--- src/pdt_pkg.sv ---
// constants for the cell protection registers
package pdt_pkg;
    // ----------------------------------------------------------------
    // clock and timing
    // ----------------------------------------------------------------
    localparam int CLK_PERIOD_NS  = 10;
    localparam int MS_PERIOD_NS   = 1000000;
    localparam int MS_CYCLES      = MS_PERIOD_NS / CLK_PERIOD_NS;
    localparam int BUS_RESET_US   = 120;
    localparam int BUS_RESET_CYC  = BUS_RESET_US * 1000 / CLK_PERIOD_NS;
    localparam int MS_W           = 13;
    localparam logic [MS_W-1:0] OCD_BASE_MS = 13'h0002;
    localparam logic [MS_W-1:0] UVD_BASE_MS = 13'h0020;
    localparam logic [MS_W-1:0] OVD_BASE_MS = 13'h0200;
    localparam logic [MS_W-1:0] REL_BASE_MS = 13'h0200;

    // ----------------------------------------------------------------
    // pages and addresses
    // ----------------------------------------------------------------
    localparam logic [1:0] PAGE_SETUP   = 2'h0;
    localparam logic [1:0] PAGE_STATUS  = 2'h1;
    localparam logic [1:0] PAGE_ACCUM   = 2'h2;
    localparam logic [4:0] ADDR_DELAY   = 5'h01;
    localparam logic [4:0] ADDR_ID_LO   = 5'h03;
    localparam logic [4:0] ADDR_ID_HI   = 5'h04;
    localparam logic [4:0] ADDR_STATUS  = 5'h00;
    localparam logic [4:0] ADDR_CONFIG  = 5'h01;
    localparam logic [4:0] P0_RSVD_FROM = 5'h05;
    localparam logic [4:0] P1_RSVD_FROM = 5'h06;
    localparam logic [4:0] P2_RSVD_FROM = 5'h08;
    localparam logic [7:0] RD_RESERVED  = 8'hff;
    localparam logic [7:0] RD_UNUSED    = 8'h00;

    // ----------------------------------------------------------------
    // commands
    // ----------------------------------------------------------------
    localparam logic [7:0] CMD_LOCK     = 8'h43;
    localparam logic [7:0] CMD_UNLOCK   = 8'h44;
    localparam logic [7:0] CMD_RECALL   = 8'hb8;

    // ----------------------------------------------------------------
    // field positions and reset values
    // ----------------------------------------------------------------
    localparam int DLY_REL_LSB = 6;
    localparam int DLY_OVD_LSB = 4;
    localparam int DLY_UVD_LSB = 2;
    localparam int DLY_OCD_LSB = 0;
    localparam logic [7:0] DELAY_RESET = 8'h00;
    localparam int CFG_ACC = 7;
    localparam int CFG_TH_LSB = 5;
    localparam int CFG_POR = 4;
    localparam int CFG_DIR = 1;
    localparam int CFG_AVG = 0;
    localparam logic [7:0] CFG_FIXED_ONES = 8'h0c;
    localparam logic [1:0] TH_RESET = 2'h0;
    localparam logic [7:0] STAT_ZERO_TOP = 8'h00;

    typedef enum logic [0:0] {OC_WATCH, OC_RELEASE} pdt_oc_state_t;
endpackage

--- src/pdt_hold_timer.sv ---
// counts ms ticks while a condition holds, flags the end
`timescale 1ns/1ns
`default_nettype none
module pdt_hold_timer
    import pdt_pkg::*;
#(
    parameter int CNT_W = MS_W
) (
    // clock and reset
    input  wire logic             i_clk,
    input  wire logic             i_reset,
    // condition and timebase
    input  wire logic             i_cond,
    input  wire logic             i_tick,
    input  wire logic [CNT_W-1:0] i_limit,
    // result
    output logic                  o_expired
);
    logic [CNT_W-1:0] count_reg;
    logic [CNT_W-1:0] count_next;
    logic             reached;

    // any drop of the condition restarts the whole hold time
    assign reached    = (count_reg >= i_limit);
    assign count_next = !i_cond ? '0 :
                        (i_tick && !reached) ? count_reg + 1'b1 : count_reg;

    always_ff @(posedge i_clk or posedge i_reset) begin
        if (i_reset) begin
            count_reg <= '0;
            o_expired <= 1'b0;
        end else begin
            count_reg <= count_next;
            o_expired <= i_cond && reached;
        end
    end
endmodule // pdt_hold_timer
`default_nettype wire

--- src/pdt_line_watch.sv ---
// syncs the bus line, flags a too-long low as a bus reset
`timescale 1ns/1ns
`default_nettype none
module pdt_line_watch
    import pdt_pkg::*;
#(
    parameter int RESET_CYCLES = BUS_RESET_CYC
) (
    // clock and reset
    input  wire logic i_clk,
    input  wire logic i_reset,
    // line
    input  wire logic i_line,
    output logic      o_line,
    output logic      o_reset_pulse
);
    logic        meta_reg;
    logic        line_reg;
    logic [15:0] low_reg;
    logic        fire;

    // fires on the cycle after the limit is passed
    assign fire = !line_reg && (low_reg == 16'(RESET_CYCLES));

    always_ff @(posedge i_clk or posedge i_reset) begin
        if (i_reset) begin
            meta_reg      <= 1'b1;
            line_reg      <= 1'b1;
            low_reg       <= '0;
            o_reset_pulse <= 1'b0;
        end else begin
            meta_reg      <= i_line;
            line_reg      <= meta_reg;
            o_reset_pulse <= fire;
            if (line_reg)
                low_reg <= '0;
            else if (low_reg <= 16'(RESET_CYCLES))
                low_reg <= low_reg + 16'h0001;
        end
    end

    assign o_line = line_reg;
endmodule // pdt_line_watch
`default_nettype wire

--- src/pdt_regs_top.sv ---
// protection timing, status, config and identity registers
// Behaviour
// overcurrent: both paths off for release time
// overvoltage held for delay disables charging
// undervoltage held: both off, low power
// overcurrent held for delay disables that direction; code turns both charge and discharge off
// status bit seven reads zero, read-only
// status pin bit refreshed on page access
// lock flag shows page zero write protection
// status bits show live protection conditions
// warning bit set on low capacity/voltage
// config bits three, two read one
// config bit seven enables accumulators
// config bits six, five select threshold
// power-on flag sticks at one once written
// config bit one sets pin direction
// config bit zero picks average or minimum
// sixteen-bit identifier readable, never writable
// bus driven only open-drain
// bus low over 120 us resets
// paused master leaves bus high
// lock and unlock commands set, clear flag
// delay register powers up zero
// writes leave read-only bits unchanged
`timescale 1ns/1ns
`default_nettype none
module pdt_regs_top
    import pdt_pkg::*;
#(
    parameter int          MS_TICK_CYCLES = MS_CYCLES,
    parameter int          BUS_RESET_CYCLES = BUS_RESET_CYC,
    parameter logic [15:0] PACK_ID = 16'h5a3c // arbitrary value
) (
    // clock and reset
    input  wire logic       I_CLK_SYS,
    input  wire logic       I_RESET,
    // single-wire bus pin
    input  wire logic       I_DQ_IN,
    output logic            O_DQ_OUT,
    output logic            O_DQ_OE,
    // bit engine side of the bus
    input  wire logic       I_DQ_PULL_LOW,
    output logic            O_BUS_RESET,
    // decoded commands
    input  wire logic       I_CMD_VALID,
    input  wire logic [7:0] I_CMD_CODE,
    // register access
    input  wire logic       I_ACC_READ,
    input  wire logic       I_ACC_WRITE,
    input  wire logic [1:0] I_ACC_PAGE,
    input  wire logic [4:0] I_ACC_ADDR,
    input  wire logic [7:0] I_ACC_WDATA,
    output logic            O_RD_VALID,
    output logic [7:0]      O_RD_DATA,
    // analog comparators and pin
    input  wire logic       I_OVER_VOLTAGE,
    input  wire logic       I_UNDER_VOLTAGE,
    input  wire logic       I_OVER_CURRENT_DIS,
    input  wire logic       I_OVER_CURRENT_CHG,
    input  wire logic       I_OVER_TEMP,
    input  wire logic       I_CAPACITY_LOW,
    input  wire logic       I_VOLTAGE_WARN,
    input  wire logic       I_PROG_IO_PIN,
    // protection outputs
    output logic            O_CHARGE_EN,
    output logic            O_DISCHARGE_EN,
    output logic            O_LOW_POWER,
    // configuration outputs
    output logic            O_ACCUMULATORS_ON,
    output logic [1:0]      O_ACCUM_THRESHOLD,
    output logic            O_PIO_READ_DIR,
    output logic            O_VOLTAGE_AVERAGE_SEL
);
    // ----------------------------------------------------------------
    // input synchronisers
    // ----------------------------------------------------------------
    localparam int NSYNC = 8;
    logic [NSYNC-1:0] async_in;
    logic [NSYNC-1:0] sync1_reg;
    logic [NSYNC-1:0] sync2_reg;
    logic             ov_in;
    logic             uv_in;
    logic             ocd_in;
    logic             occ_in;
    logic             ot_in;
    logic             cap_low_in;
    logic             vwarn_in;
    logic             pio_in;

    assign async_in = {I_PROG_IO_PIN, I_VOLTAGE_WARN, I_CAPACITY_LOW, I_OVER_TEMP,
                       I_OVER_CURRENT_CHG, I_OVER_CURRENT_DIS, I_UNDER_VOLTAGE,
                       I_OVER_VOLTAGE};
    assign {pio_in, vwarn_in, cap_low_in, ot_in, occ_in, ocd_in, uv_in, ov_in} = sync2_reg;

    always_ff @(posedge I_CLK_SYS or posedge I_RESET) begin
        if (I_RESET) begin
            sync1_reg <= '0;
            sync2_reg <= '0;
        end else begin
            sync1_reg <= async_in;
            sync2_reg <= sync1_reg;
        end
    end

    // ----------------------------------------------------------------
    // bus line: open-drain drive and long-low detection
    // ----------------------------------------------------------------
    logic dq_line;
    logic bus_reset;

    pdt_line_watch #(
        .RESET_CYCLES (BUS_RESET_CYCLES)
    ) u_watch (
        .i_clk         (I_CLK_SYS),
        .i_reset       (I_RESET),
        .i_line        (I_DQ_IN),
        .o_line        (dq_line),
        .o_reset_pulse (bus_reset)
    );

    // only ever pull low; the pull-up makes the high level
    assign O_DQ_OUT    = 1'b0;
    assign O_BUS_RESET = bus_reset;

    always_ff @(posedge I_CLK_SYS or posedge I_RESET) begin
        if (I_RESET)
            O_DQ_OE <= 1'b0;
        else
            O_DQ_OE <= I_DQ_PULL_LOW && no_rst(bus_reset);
    end

    function automatic logic no_rst(input logic rst);
        // a bus reset abandons any answer being driven
        return !rst;
    endfunction

    // ----------------------------------------------------------------
    // registers
    // ----------------------------------------------------------------
    logic [7:0] delay_reg;
    logic       lock_reg;
    logic       pio_flag_reg;
    logic       acc_reg;
    logic [1:0] th_reg;
    logic       por_reg;
    logic       dir_reg;
    logic       avg_reg;
    logic [7:0] status_val;
    logic [7:0] config_val;

    // a bus reset in the same cycle cancels the access
    logic cmd_ok;
    logic do_lock;
    logic do_unlock;
    logic do_recall;
    logic wr_ok;
    logic wr_delay;
    logic wr_config;
    logic page1_touch;

    assign cmd_ok      = I_CMD_VALID && !bus_reset;
    assign do_lock     = cmd_ok && (I_CMD_CODE == CMD_LOCK);
    assign do_unlock   = cmd_ok && (I_CMD_CODE == CMD_UNLOCK);
    assign do_recall   = cmd_ok && (I_CMD_CODE == CMD_RECALL);
    assign wr_ok       = I_ACC_WRITE && !bus_reset;
    // page zero writes are dropped while locked
    assign wr_delay    = wr_ok && !lock_reg && (I_ACC_PAGE == PAGE_SETUP)
                         && (I_ACC_ADDR == ADDR_DELAY);
    assign wr_config   = wr_ok && (I_ACC_PAGE == PAGE_ACCUM) && (I_ACC_ADDR == ADDR_CONFIG);
    assign page1_touch = (I_ACC_READ || I_ACC_WRITE) && !bus_reset
                         && (I_ACC_PAGE == PAGE_STATUS);

    always_ff @(posedge I_CLK_SYS or posedge I_RESET) begin
        if (I_RESET)
            delay_reg <= DELAY_RESET;
        else if (do_recall)
            delay_reg <= DELAY_RESET;
        else if (wr_delay)
            delay_reg <= I_ACC_WDATA;
    end

    always_ff @(posedge I_CLK_SYS or posedge I_RESET) begin
        if (I_RESET)
            lock_reg <= 1'b1;
        else if (do_lock)
            lock_reg <= 1'b1;
        else if (do_unlock)
            lock_reg <= 1'b0;
    end

    // the pin level is captured only when the status page is touched
    always_ff @(posedge I_CLK_SYS or posedge I_RESET) begin
        if (I_RESET)
            pio_flag_reg <= 1'b0;
        else if (page1_touch)
            pio_flag_reg <= pio_in;
    end

    // fixed bits are not stored, so writes cannot reach them
    always_ff @(posedge I_CLK_SYS or posedge I_RESET) begin
        if (I_RESET) begin
            acc_reg <= 1'b1;
            th_reg  <= TH_RESET;
            dir_reg <= 1'b1;
            avg_reg <= 1'b1;
        end else if (do_recall) begin
            acc_reg <= 1'b1;
            th_reg  <= TH_RESET;
            dir_reg <= 1'b1;
            avg_reg <= 1'b1;
        end else if (wr_config) begin
            acc_reg <= I_ACC_WDATA[CFG_ACC];
            th_reg  <= I_ACC_WDATA[CFG_TH_LSB +: 2];
            dir_reg <= I_ACC_WDATA[CFG_DIR];
            avg_reg <= I_ACC_WDATA[CFG_AVG];
        end
    end

    // power-on flag: only a reset clears it, recall leaves it alone
    always_ff @(posedge I_CLK_SYS or posedge I_RESET) begin
        if (I_RESET)
            por_reg <= 1'b0;
        else if (wr_config && I_ACC_WDATA[CFG_POR])
            por_reg <= 1'b1;
    end

    // ----------------------------------------------------------------
    // millisecond timebase
    // ----------------------------------------------------------------
    logic [31:0] pre_reg;
    logic        ms_tick;

    assign ms_tick = (pre_reg == 32'(MS_TICK_CYCLES - 1));

    always_ff @(posedge I_CLK_SYS or posedge I_RESET) begin
        if (I_RESET)
            pre_reg <= '0;
        else if (ms_tick)
            pre_reg <= '0;
        else
            pre_reg <= pre_reg + 32'h00000001;
    end

    // ----------------------------------------------------------------
    // protection delays
    // ----------------------------------------------------------------
    function automatic logic [MS_W-1:0] sel_ms(input logic [MS_W-1:0] base,
                                               input logic [1:0] sel);
        // each step of a two-bit field doubles the time
        return base << sel;
    endfunction

    logic [MS_W-1:0] ovd_ms;
    logic [MS_W-1:0] uvd_ms;
    logic [MS_W-1:0] ocd_ms;
    logic [MS_W-1:0] rel_ms;
    logic            ov_held;
    logic            uv_held;
    logic            ocd_held;
    logic            occ_held;

    assign ovd_ms = sel_ms(OVD_BASE_MS, delay_reg[DLY_OVD_LSB +: 2]);
    assign uvd_ms = sel_ms(UVD_BASE_MS, delay_reg[DLY_UVD_LSB +: 2]);
    assign ocd_ms = sel_ms(OCD_BASE_MS, delay_reg[DLY_OCD_LSB +: 2]);
    assign rel_ms = sel_ms(REL_BASE_MS, delay_reg[DLY_REL_LSB +: 2]);

    pdt_hold_timer #(.CNT_W(MS_W)) u_ov (
        .i_clk     (I_CLK_SYS),
        .i_reset   (I_RESET),
        .i_cond    (ov_in),
        .i_tick    (ms_tick),
        .i_limit   (ovd_ms),
        .o_expired (ov_held)
    );

    pdt_hold_timer #(.CNT_W(MS_W)) u_uv (
        .i_clk     (I_CLK_SYS),
        .i_reset   (I_RESET),
        .i_cond    (uv_in),
        .i_tick    (ms_tick),
        .i_limit   (uvd_ms),
        .o_expired (uv_held)
    );

    pdt_hold_timer #(.CNT_W(MS_W)) u_ocd (
        .i_clk     (I_CLK_SYS),
        .i_reset   (I_RESET),
        .i_cond    (ocd_in),
        .i_tick    (ms_tick),
        .i_limit   (ocd_ms),
        .o_expired (ocd_held)
    );

    pdt_hold_timer #(.CNT_W(MS_W)) u_occ (
        .i_clk     (I_CLK_SYS),
        .i_reset   (I_RESET),
        .i_cond    (occ_in),
        .i_tick    (ms_tick),
        .i_limit   (ocd_ms),
        .o_expired (occ_held)
    );

    // ----------------------------------------------------------------
    // overcurrent release sequence
    // ----------------------------------------------------------------
    pdt_oc_state_t   oc_state_reg;
    pdt_oc_state_t   oc_state_next;
    logic [MS_W-1:0] rel_cnt_reg;
    logic [MS_W-1:0] rel_cnt_next;
    logic            oc_trip;

    assign oc_trip = ocd_held || occ_held;

    always_comb begin
        oc_state_next = oc_state_reg;
        rel_cnt_next  = rel_cnt_reg;
        case (oc_state_reg)
            OC_WATCH: begin
                rel_cnt_next = '0;
                if (oc_trip)
                    oc_state_next = OC_RELEASE;
            end
            OC_RELEASE: begin
                // the release time runs from detection, not from recovery
                if (rel_cnt_reg >= rel_ms)
                    oc_state_next = OC_WATCH;
                else if (ms_tick)
                    rel_cnt_next = rel_cnt_reg + 1'b1;
            end
            default: begin
                oc_state_next = OC_WATCH;
                rel_cnt_next  = '0;
            end
        endcase
    end

    always_ff @(posedge I_CLK_SYS or posedge I_RESET) begin
        if (I_RESET) begin
            oc_state_reg <= OC_WATCH;
            rel_cnt_reg  <= '0;
        end else begin
            oc_state_reg <= oc_state_next;
            rel_cnt_reg  <= rel_cnt_next;
        end
    end

    // ----------------------------------------------------------------
    // protection outputs
    // ----------------------------------------------------------------
    logic oc_flag;
    logic dtw_flag;

    assign oc_flag  = (oc_state_reg == OC_RELEASE);
    assign dtw_flag = cap_low_in || vwarn_in;

    always_ff @(posedge I_CLK_SYS or posedge I_RESET) begin
        if (I_RESET) begin
            O_CHARGE_EN    <= 1'b0;
            O_DISCHARGE_EN <= 1'b0;
            O_LOW_POWER    <= 1'b0;
        end else begin
            O_CHARGE_EN    <= !(ov_held || uv_held || oc_flag || ot_in);
            O_DISCHARGE_EN <= !(uv_held || oc_flag || ot_in);
            O_LOW_POWER    <= uv_held;
        end
    end

    // ----------------------------------------------------------------
    // read path
    // ----------------------------------------------------------------
    assign status_val = {STAT_ZERO_TOP[7], pio_flag_reg, lock_reg, ot_in, ov_held,
                         uv_held, oc_flag, dtw_flag};
    assign config_val = {acc_reg, th_reg, por_reg, 2'b00, dir_reg, avg_reg}
                        | CFG_FIXED_ONES;

    function automatic logic [7:0] page_fill(input logic [4:0] addr,
                                             input logic [4:0] rsvd_from);
        return (addr >= rsvd_from) ? RD_RESERVED : RD_UNUSED;
    endfunction

    logic [7:0] rd_mux;
    logic       rd_ok;

    assign rd_ok = I_ACC_READ && !bus_reset;

    always_comb begin
        rd_mux = RD_RESERVED;
        case (I_ACC_PAGE)
            PAGE_SETUP: begin
                if (I_ACC_ADDR == ADDR_DELAY)
                    rd_mux = delay_reg;
                else if (I_ACC_ADDR == ADDR_ID_LO)
                    rd_mux = PACK_ID[7:0];
                else if (I_ACC_ADDR == ADDR_ID_HI)
                    rd_mux = PACK_ID[15:8];
                else
                    rd_mux = page_fill(I_ACC_ADDR, P0_RSVD_FROM);
            end
            PAGE_STATUS: begin
                // pin bit shows the level at this access
                if (I_ACC_ADDR == ADDR_STATUS)
                    rd_mux = {status_val[7], pio_in, status_val[5:0]};
                else
                    rd_mux = page_fill(I_ACC_ADDR, P1_RSVD_FROM);
            end
            PAGE_ACCUM: begin
                if (I_ACC_ADDR == ADDR_CONFIG)
                    rd_mux = config_val;
                else
                    rd_mux = page_fill(I_ACC_ADDR, P2_RSVD_FROM);
            end
            default: rd_mux = RD_UNUSED;
        endcase
    end

    always_ff @(posedge I_CLK_SYS or posedge I_RESET) begin
        if (I_RESET) begin
            O_RD_VALID <= 1'b0;
            O_RD_DATA  <= '0;
        end else begin
            O_RD_VALID <= rd_ok;
            if (rd_ok)
                O_RD_DATA <= rd_mux;
        end
    end

    // ----------------------------------------------------------------
    // configuration outputs
    // ----------------------------------------------------------------
    assign O_ACCUMULATORS_ON     = acc_reg;
    assign O_ACCUM_THRESHOLD     = th_reg;
    assign O_PIO_READ_DIR        = dir_reg;
    assign O_VOLTAGE_AVERAGE_SEL = avg_reg;

    logic unused_line;
    assign unused_line = dq_line;
endmodule // pdt_regs_top
`default_nettype wire

--- config.mk ---
export PLATFORM = sky130hd
export DESIGN_NAME = pdt_regs_top
export DESIGN_NICKNAME = d
export VERILOG_FILES = /design/src/pdt_pkg.sv /design/src/pdt_hold_timer.sv /design/src/pdt_line_watch.sv /design/src/pdt_regs_top.sv
export SDC_FILE = /design/constraint.sdc
export NUM_CORES = 1
export LEC_CHECK = 0
export BUFFER_PORTS_ARGS = -buffer_cell sky130_fd_sc_hd__buf_2
export CORE_AREA = 2 2 162 164
export DETAILED_ROUTE_END_ITERATION = 10
export DIE_AREA = 0 0 164 166
export SLEW_MARGIN = 20
export SYNTH_ARGS = -nofsm -noshare
export SYNTH_HDL_FRONTEND = slang
export SYNTH_HIERARCHICAL = 1
export SYNTH_SLANG_ARGS = --single-unit
--- constraint.sdc ---
create_clock -name I_CLK_SYS -period 3.2 [get_ports I_CLK_SYS]
set_input_delay 0.32 -clock I_CLK_SYS [delete_from_list [all_inputs] [get_ports I_CLK_SYS]]
set_output_delay 0.32 -clock I_CLK_SYS [all_outputs]
set_load 0.02 [all_outputs]
==> flow_summary.toml, run 1 <==
[outcome]
run_status = "finished clean"

[clocking]
holdBufCountCts = 9
clk_lat_worst_skew_ps = 430
cts_root_buffer = "sky130_fd_sc_hd__clkbuf_16"
numClockSinks = 165
ctsLongestPathBuffers = 2
numCtsBuffers = 17
cts_repair_resize_count = 0
cts_tree = "yes"
path_clk_slew_ps = 70
setup_fix_bufs_post_cts = 0
maximum_level_of_the_cts_h_tree = 4

[routing]
firstDrtPassIters = 5
antenna_left = 0
first_iteration_detailed_routing_drc_count = 485
via_total_after_detailed_routing = 7987
drt-vias-per-instance = 5.32
routed_wirelength_um = 22500
detail_route.wl_per_cell_um = 14.9
route.detailed.drc = 0

[global_routing]
grt_start_max_net_pins = 49
gr-usage-all-layers_pct = 17.2
grt_pass1_wl_um = 38200
grt_overflow = 0
antenna_violations_before_repair = 2
first_global_vias = 7595

[timing]
setup_total_negative_slack_ps = 0
setup_repair_after_global_routing_missed_its_margin = "false"
hold_viol_final = 0
min_period_over_period_pct = 88.5
max-slew-margin-rel_pct = 46.8
finalCriticalPeriod_ps = 2830
fmax_mhz = 353
finClkSkew_ps = 10.7
setup_violations = 0
worstMarginPinSlew_ps = 795
timing.final.max_slew_violations = 0

[synthesis]
yosys.area_share.xor_xnor_pct = 2.60
seq_area_frac_synth_pct = 41.0
synth-warning-count = 6
synth_area_per_cell_um2 = 9.55
synth_edf_count = 0
main_combinational_cell_family_by_area_after_synthesis = "simple AND/OR/NAND/NOR gates"
yosys.area.top_type = "sky130_fd_sc_hd__dfrtp_1"
syn-cell-area_um2 = 10100
yosys.cell_types.count = 76
synthCells = 1058
synth.top_cell.area_share_pct = 39.4
yosys-top-cells-area = "sky130_fd_sc_hd__dfrtp_1 (39%), sky130_fd_sc_hd__ha_1 (8.1%), sky130_fd_sc_hd__nand2_1 (3.4%), sky130_fd_sc_hd__inv_1 (3.2%), sky130_fd_sc_hd__o21ai_0 (2.8%)"
async_flop_share_pct = 100
synth_compound_gate_area_share_pct = 16.3
dominantRegCellSynth = "sky130_fd_sc_hd__dfrtp_1"
yosys.area_share.simple_pct = 23.0
synth.ff_latch_count = 165
multiplexer_share_of_the_synthesized_area_pct = 3.34
synth_fa_ha_area_share_pct = 8.05

[cells_and_area]
layout.cells.most_common = "sky130_fd_sc_hd__dfrtp_1"
layout.cells.most_common_list = "sky130_fd_sc_hd__dfrtp_1 (159), sky130_fd_sc_hd__nand2_1 (92), sky130_fd_sc_hd__inv_1 (84), sky130_fd_sc_hd__nor2_1 (65), sky130_fd_sc_hd__ha_1 (65)"
design.final.nets = 1256
fraction_of_layout_instances_using_a_drive_strength_above_1_pct = 13.7
area_growth_pct = 14.1
instances_no_fill = 1502
largest_register_ffs = 32
fillerInstances = 2415

[die]
rows = 59
die_area_um2 = 27200
die-width_um = 164
ioPinCount = 58
placeableCoreArea_um2 = 25600
floorplan.initialDensity_pct = 39.4
die-height_um = 166

[pwr]
cell_int_power_mw = 3.60
switching_power_mw = 1.17
worst_vdd_drop_mv = 0.307
powerDensity_nw_per_um2 = 414
power.combinational.fraction_pct = 6.5
pwr-share-seq_pct = 45.7
power_leakage_nw = 5.08
clockPowerShare_pct = 47.8
power.share.switching_pct = 24.5

[placed_design]
hpwlAfterDp_um = 16500
finalWeightedCongestion = 0.789
port_buffers = 56
dpl.cell_count = 1460

[min_path]
min-delay-path-class = "in -> async"

[worst_setup_path]
criticalPathCategory = "reg -> reg"
critical_path_arrival_ps = 3160
regToRegStartpoint = "pre_reg[5]"
rr_worst_depth = 9
critPathRequiredTime_ps = 3530
crit_path_start_kind = "flop"
critical_path_peak_fanout = 15
worst_setup_path_end_kind = "flop"
timing.reg2reg.setup_slack_ps = 370
r2r_endpoint = "u_ocd/count_reg[12]"

[flow_run]
drv.max_cap_violation_count = 0
[routing by layer]
metal	GRT usage, %	up-vias	wire length, µm
li1	-	4001	-
met1	23.9	3812	10800
met2	27.2	154	10400
met3	4.37	18	1080
met4	4.00	2	165
met5	0	-	13
[layout make-up]
cell class              count  area (µm²)  area share [%]
clock buffers              18         439            3.81
repair buffers             77         460            4.00
multi-input cells         806        5530            48.0
diodes                      1        2.50          0.0217
flip-flops and latches    165        4140            35.9
clock inverters            14         209            1.81
inverters                  86         325            2.82
well taps                 335         419            3.64
[cells in the mapped netlist (all sizes together) (23+ instances only)]
cell and n:
nor2 66, nand2b 23, a21oi 53, mux2i 27, inv 85, nor4 24
ha 65, nand3 37, o21ai 62, or3 28, nand2 96, dfrtp 159
[power by group through the flow]
stage / Combinational [mW] / Clock (mW) / Sequential, mW
2_1_floorplan: 0.182 / 0 / 2.22
3_3_place_gp: 0.300 / 0 / 2.22
3_5_place_dp: 0.304 / 0 / 2.22
4_1_cts: 0.314 / 2.33 / 2.18
5_1_grt: 0.355 / 2.42 / 2.19
6_report: 0.309 / 2.28 / 2.18
[critical path, cell delays in order (launching register included)]
cell and delay, ps:
sky130_fd_sc_hd__dfrtp_1 450, sky130_fd_sc_hd__nor4_1 330, sky130_fd_sc_hd__and3_1 320, sky130_fd_sc_hd__nand2_1 100, sky130_fd_sc_hd__nor2_2 160, sky130_fd_sc_hd__buf_4 260, sky130_fd_sc_hd__nand2_2 110, sky130_fd_sc_hd__or4_1 580
sky130_fd_sc_hd__o31a_1 250, sky130_fd_sc_hd__o21a_1 180
[kinds of logic after synthesis]
group,after synthesis
AND/OR/NAND/NOR,411
flip-flops,165
adder cells (fa/ha/maj),65
buffers and inverters,123
AO/OA/AOI/OAI,230
multiplexers,33
XOR/XNOR,30
other,1
[stage by stage]
stage	hold WS, ps	power [mW]	setup WS (ps)	cell area, µm²	util [%]
CTS	50.8	4.82	360	11500	45.0
detailed placement	335	2.52	398	10800	42.1
finish	53.7	4.77	368	11500	45.0
global route	87.1	4.96	179	11500	45.0
global placement	332	2.52	447	10800	42.1
floorplan	209	2.40	176	10200	-
[how the worst max path moves through the flow]
stage | start | cells after the start | slack, ps | to
2_1_floorplan | pre_reg[27] | 9 | 180 | u_occ/count_reg[12]
5_1_grt | delay_reg[1] | 8 | 180 | u_occ/count_reg[4]
3_5_place_dp | pre_reg[20] | 9 | 400 | u_ov/count_reg[12]
6_report | pre_reg[5] | 9 | 370 | u_ocd/count_reg[12]
4_1_cts | pre_reg[5] | 9 | 360 | u_ocd/count_reg[12]
3_3_place_gp | pre_reg[20] | 9 | 450 | u_ov/count_reg[12]
Power figures use the tool's default switching activity.
==> run 2: changes to the inputs <==
--- a/config.mk
+++ b/config.mk
@@ -9,6 +9,7 @@
 export CORE_AREA = 2 2 162 164
 export DETAILED_ROUTE_END_ITERATION = 10
 export DIE_AREA = 0 0 164 166
+export REMOVE_ABC_BUFFERS = 1
 export SLEW_MARGIN = 20
 export SYNTH_ARGS = -nofsm -noshare
 export SYNTH_HDL_FRONTEND = slang
==> run 2 against run 1 <==
Net effect: final area is 0.44% lower; register-to-register slack worse by 90 ps; hold slack worse by 32 ps; worst setup slack worse by 86 ps; sequential power hardly changed; global-route usage is 0.53 points higher; non-clock buffer count is 2 lower; sequential cell count stayed put; largest power group is now registers.
==> flow_summary.toml, run 2 (synthesis gave the netlist of run 1 again) <==
[routing]
routed_wirelength_um = 22900
met3_wirelength_um = 730
wl_met1_um = 11500
antenna_left = 0
firstDrtPassIters = 5
drt-vias-per-instance = 5.32
route.top_layer_used = "met4"
via_total_after_detailed_routing = 7987
first_iteration_detailed_routing_drc_count = 525
route.detailed.drc = 0
dr_wl_met2_um = 10400
detail_route.wl_per_cell_um = 15.2

[clocking]
path_clk_slew_ps = 70
cts_root_buffer = "sky130_fd_sc_hd__clkbuf_16"
setup_fix_bufs_post_cts = 0
maximum_level_of_the_cts_h_tree = 4
numClockSinks = 165
clk_lat_worst_skew_ps = 430
ctsLongestPathBuffers = 2
cts_tree = "yes"
numCtsBuffers = 17
cts_repair_resize_count = 0

[cells_and_area]
largest_register_ffs = 32
fraction_of_layout_instances_using_a_drive_strength_above_1_pct = 13.5
layout.cells.most_common = "sky130_fd_sc_hd__dfrtp_1"
instances_no_fill = 1502
area_growth_pct = 13.6
design.final.nets = 1254
fillerInstances = 2454
layout.cells.most_common_list = "sky130_fd_sc_hd__dfrtp_1 (159), sky130_fd_sc_hd__nand2_1 (92), sky130_fd_sc_hd__inv_1 (84), sky130_fd_sc_hd__nor2_1 (65), sky130_fd_sc_hd__ha_1 (65)"

[min_path]
min-delay-path-class = "in -> async"

[placed_design]
dpl.cell_count = 1458
hpwlAfterDp_um = 16600
finalWeightedCongestion = 0.827
port_buffers = 56

[timing]
setup_violations = 0
hold_viol_final = 0
min_period_over_period_pct = 91.2
worstMarginPinSlew_ps = 800
setup_repair_after_global_routing_missed_its_margin = "false"
finalCriticalPeriod_ps = 2920
setup_total_negative_slack_ps = 0
finalHoldWorstSlack_ps = 21.5
max-slew-margin-rel_pct = 46.6
finClkSkew_ps = 11.2
fmax_mhz = 343
timing.final.max_slew_violations = 0

[global_routing]
gr-usage-all-layers_pct = 17.8
grt_overflow = 0
grt_pass1_wl_um = 39000
grt_start_max_net_pins = 38
first_global_vias = 7782
antenna_violations_before_repair = 3

[pwr]
powerDensity_nw_per_um2 = 404
worst_vdd_drop_mv = 0.312
power_leakage_nw = 5.04

[outcome]
run_status = "finished clean"

[die]
floorplan.initialDensity_pct = 39.4
ioPinCount = 58
rows = 59
placeableCoreArea_um2 = 25600
die-height_um = 166
die-width_um = 164
die_area_um2 = 27200

[flow_run]
drv.max_cap_violation_count = 0

[worst_setup_path]
crit_path_start_kind = "flop"
criticalPathCategory = "reg -> reg"
critPathRequiredTime_ps = 3520
critical_path_arrival_ps = 3240
worst_setup_path_end_kind = "flop"
critical_path_peak_fanout = 26
==> run 2: worst paths after layout <==
kind                                     from            endpoint  slack (ps)  cells past startpoint
worst max register to register    pre_reg[20]  u_uv/count_reg[12]         280                      9
worst max-delay path              pre_reg[20]  u_uv/count_reg[12]         280                      9
worst min-delay path                  I_RESET        sync1_reg[0]          20                      2
worst min register to register   sync1_reg[1]        sync2_reg[1]         350                      0
max in group asynchronous             I_RESET      rel_cnt_reg[0]        2380                      3
min in group I_CLK_SYS          I_DQ_PULL_LOW             O_DQ_OE         110                      2
==> run 2: timing repair <==
item,4_1_cts,5_1_grt
endpoints found under the setup margin,0,0
endpoints found under the hold margin,9,0
hold buffers,9,0
==> run 2: area by class of cell <==
class | count | area [µm²] | area share (%)
repair buffers | 75 | 445 | 3.88
flip-flops and latches | 165 | 4140 | 36.1
well taps | 335 | 419 | 3.65
clock buffers | 18 | 429 | 3.74
multi-input cells | 806 | 5530 | 48.2
clock inverters | 14 | 178 | 1.55
inverters | 86 | 325 | 2.84
diodes | 3 | 7.51 | 0.0655
==> run 2: critical path, cell delays in order (launching register included) <==
cell                      delay (ps)
sky130_fd_sc_hd__dfrtp_1         410
sky130_fd_sc_hd__nor4_1          350
sky130_fd_sc_hd__and4_1          390
sky130_fd_sc_hd__nand2_1         100
sky130_fd_sc_hd__nor2_2           80
sky130_fd_sc_hd__buf_4           320
sky130_fd_sc_hd__nand2_2         130
sky130_fd_sc_hd__or4_1           580
sky130_fd_sc_hd__o31a_1          260
sky130_fd_sc_hd__o21a_1          180
==> run 2: stage by stage <==
stage          setup slack [ps]  util (%)  area, µm²  power [mW]
5_1_grt                    92.3      44.8      11500        4.84
2_1_floorplan               196         -       9980        2.39
3_5_place_dp                338      42.0      10800        2.52
6_report                    281      44.8      11500        4.63
4_1_cts                     310      44.7      11500        4.68
3_3_place_gp                378      42.0      10800        2.52
==> run 2: where the power goes <==
group / internal [mW] / leakage [nW] / total, mW / switching (mW)
sequential: 2.13 / 2.20 / 2.18 / 0.0509
combinational: 0.111 / 2.55 / 0.308 / 0.197
clock: 1.24 / 0.295 / 2.14 / 0.904
==> run 2: per-layer routing <==
metal / up-vias / global-route usage, %
li1: 3985 / -
met1: 3852 / 25.2
met2: 131 / 27.9
met3: 19 / 3.32
met4: 0 / 4.81
met5: - / 0
==> run 3: changes to the inputs <==
--- a/config.mk
+++ b/config.mk
@@ -6,9 +6,13 @@
 export NUM_CORES = 1
 export LEC_CHECK = 0
 export BUFFER_PORTS_ARGS = -buffer_cell sky130_fd_sc_hd__buf_2
+export CELL_PAD_IN_SITES_DETAIL_PLACEMENT = 1
+export CELL_PAD_IN_SITES_GLOBAL_PLACEMENT = 1
 export CORE_AREA = 2 2 162 164
 export DETAILED_ROUTE_END_ITERATION = 10
 export DIE_AREA = 0 0 164 166
+export GPL_ROUTABILITY_DRIVEN = 0
+export PLACE_DENSITY_LB_ADDON = 0.1
 export REMOVE_ABC_BUFFERS = 1
 export SLEW_MARGIN = 20
 export SYNTH_ARGS = -nofsm -noshare
==> run 3 against run 2 <==
Net effect: sequential share of layout area is essentially flat; total power grew 0.59%; die area is the same; largest power group unchanged; count of clock-buffer cells in the layout grew 4; first-iteration DRC count shrank 22%; hold slack gained 41 ps; critical path type unchanged; critical endpoint is now u_ocd/count_reg[12].
==> flow_summary.toml, run 3 (synthesis gave the netlist of run 1 again) <==
[timing]
finalCriticalPeriod_ps = 2900
hold_viol_final = 0
worstMarginPinSlew_ps = 821
finClkSkew_ps = 16.0
timing.final.max_slew_violations = 0
setup_total_negative_slack_ps = 0
fmax_mhz = 344
setup_repair_after_global_routing_missed_its_margin = "false"
setup_violations = 0
min_period_over_period_pct = 90.7
max-slew-margin-rel_pct = 45.1

[die]
placeableCoreArea_um2 = 25600
rows = 59
die_area_um2 = 27200
floorplan.initialDensity_pct = 39.4
die-width_um = 164
ioPinCount = 58
die-height_um = 166

[worst_setup_path]
critPathRequiredTime_ps = 3510
critical_path_peak_fanout = 22
crit_path_start_kind = "flop"
r2r_endpoint = "u_ocd/count_reg[12]"
rr_worst_depth = 9
regToRegStartpoint = "pre_reg[20]"
criticalPathCategory = "reg -> reg"
timing.reg2reg.setup_slack_ps = 300
worst_setup_path_end_kind = "flop"
critical_path_arrival_ps = 3210

[pwr]
cell_int_power_mw = 3.52
clockPowerShare_pct = 46.5
total_power_mw = 4.66
powerDensity_nw_per_um2 = 406
pwr-share-seq_pct = 46.8
power.combinational.fraction_pct = 6.7
worst_vdd_drop_mv = 0.254
power_leakage_nw = 5.04
switching_power_mw = 1.14
power.share.switching_pct = 24.4

[clocking]
cts_root_buffer = "sky130_fd_sc_hd__clkbuf_16"
path_clk_slew_ps = 70
numClockSinks = 165
cts_tree = "yes"
clk_lat_worst_skew_ps = 430
maximum_level_of_the_cts_h_tree = 4
ctsLongestPathBuffers = 2
numCtsBuffers = 17

[routing]
detail_route.wl_per_cell_um = 16.9
drt-vias-per-instance = 5.40
route.detailed.drc = 0
first_iteration_detailed_routing_drc_count = 407
via_total_after_detailed_routing = 8099
firstDrtPassIters = 4
antenna_left = 0
routed_wirelength_um = 25300

[cells_and_area]
fraction_of_layout_instances_using_a_drive_strength_above_1_pct = 13.3
area_of_combinational_cells_with_multiple_inputs_um2 = 5530
sequential_area_um2 = 4140
layout.cells.most_common = "sky130_fd_sc_hd__dfrtp_1"
largest_register_ffs = 32
fillerInstances = 2919
design.final.nets = 1254
layout.cells.most_common_list = "sky130_fd_sc_hd__dfrtp_1 (159), sky130_fd_sc_hd__nand2_1 (92), sky130_fd_sc_hd__inv_1 (84), sky130_fd_sc_hd__nor2_1 (65), sky130_fd_sc_hd__ha_1 (65)"
area_growth_pct = 13.7

[flow_run]
drv.max_cap_violation_count = 0

[global_routing]
grt_pass1_wl_um = 42900
gr-usage-all-layers_pct = 19.6
antenna_violations_before_repair = 1
first_global_vias = 8333
grt_overflow = 0
grt_start_max_net_pins = 53

[placed_design]
port_buffers = 56
hpwlAfterDp_um = 18800

[outcome]
run_status = "finished clean"

[min_path]
min-delay-path-class = "in -> async"
[run 3: cell count changes in the layout (fill, tap and decap cells not counted)]
cell,delta
sky130_fd_sc_hd__clkinv_4,-4
sky130_fd_sc_hd__clkbuf_1,+2
sky130_fd_sc_hd__clkbuf_8,+2
sky130_fd_sc_hd__clkinv_2,-2
sky130_fd_sc_hd__clkinvlp_4,+2
sky130_fd_sc_hd__diode_2,-2
sky130_fd_sc_hd__buf_12,+1
sky130_fd_sc_hd__buf_4,-1
[run 3: layout make-up]
type | instances | area share, %
antenna | 1 | 0.0218
multi-input combinational | 806 | 48.2
inverter | 86 | 2.83
clock buffer | 22 | 4.04
timing repair buffer | 75 | 3.99
tap | 335 | 3.65
clock inverter | 10 | 1.29
sequential | 165 | 36.0
[run 3: per-stage QoR]
stage               area [µm²]  hold WS (ps)  std cells  setup slack, ps  util, %
floorplan                 9980           209       1057              196        -
global placement         10800           331       1458              398     42.1
detailed placement       10800           336       1458              324     42.1
CTS                      11500          3.44       1497              283     44.7
global route             11500          78.7       1499             36.4     44.8
finish                   11500          62.6       1500              297     44.8
[run 3: worst max path at each step]
stage	cells after the start	slack [ps]	start	to
floorplan	8	200	pre_reg[27]	u_occ/count_reg[12]
global placement	9	400	pre_reg[20]	u_ov/count_reg[12]
detailed placement	9	320	pre_reg[20]	u_ocd/count_reg[12]
CTS	9	280	pre_reg[20]	u_ocd/count_reg[12]
global route	9	40	pre_reg[20]	u_uv/count_reg[11]
finish	9	300	pre_reg[20]	u_ocd/count_reg[12]
[run 3: power groups by stage]
stage	registers, mW	clock network [mW]	logic, mW
2_1_floorplan	2.23	0	0.163
3_3_place_gp	2.22	0	0.305
3_5_place_dp	2.22	0	0.308
4_1_cts	2.18	2.24	0.317
5_1_grt	2.19	2.32	0.356
6_report	2.18	2.16	0.313
[run 3: what timing repair did]
action / 4_1_cts / 5_1_grt
hold endpoints to repair: 7 / 2
resized for setup: 0 / 0
buffers inserted: 0 / 0
hold buffers: 7 / 2
[run 3: per-layer routing]
metal | track usage (%) | vias to the layer above | routed length, µm | share of wire [%]
li1 | - | 3976 | - | -
met1 | 27.3 | 4002 | 12500 | 49
met2 | 31.7 | 101 | 11800 | 46
met3 | 3.27 | 20 | 667 | 2.6
met4 | 5.15 | 0 | 359 | 1.4
met5 | 0 | - | 0 | 0
[run 3: critical path, cell delays in order (launching register included)]
cell                      delay [ps]
sky130_fd_sc_hd__dfrtp_1         420
sky130_fd_sc_hd__nor4_1          370
sky130_fd_sc_hd__and4_1          360
sky130_fd_sc_hd__nand2_1          90
sky130_fd_sc_hd__nor2_2           90
sky130_fd_sc_hd__buf_4           300
sky130_fd_sc_hd__nand2_2         140
sky130_fd_sc_hd__or4_1           560
sky130_fd_sc_hd__o31a_1          250
sky130_fd_sc_hd__o21a_1          200
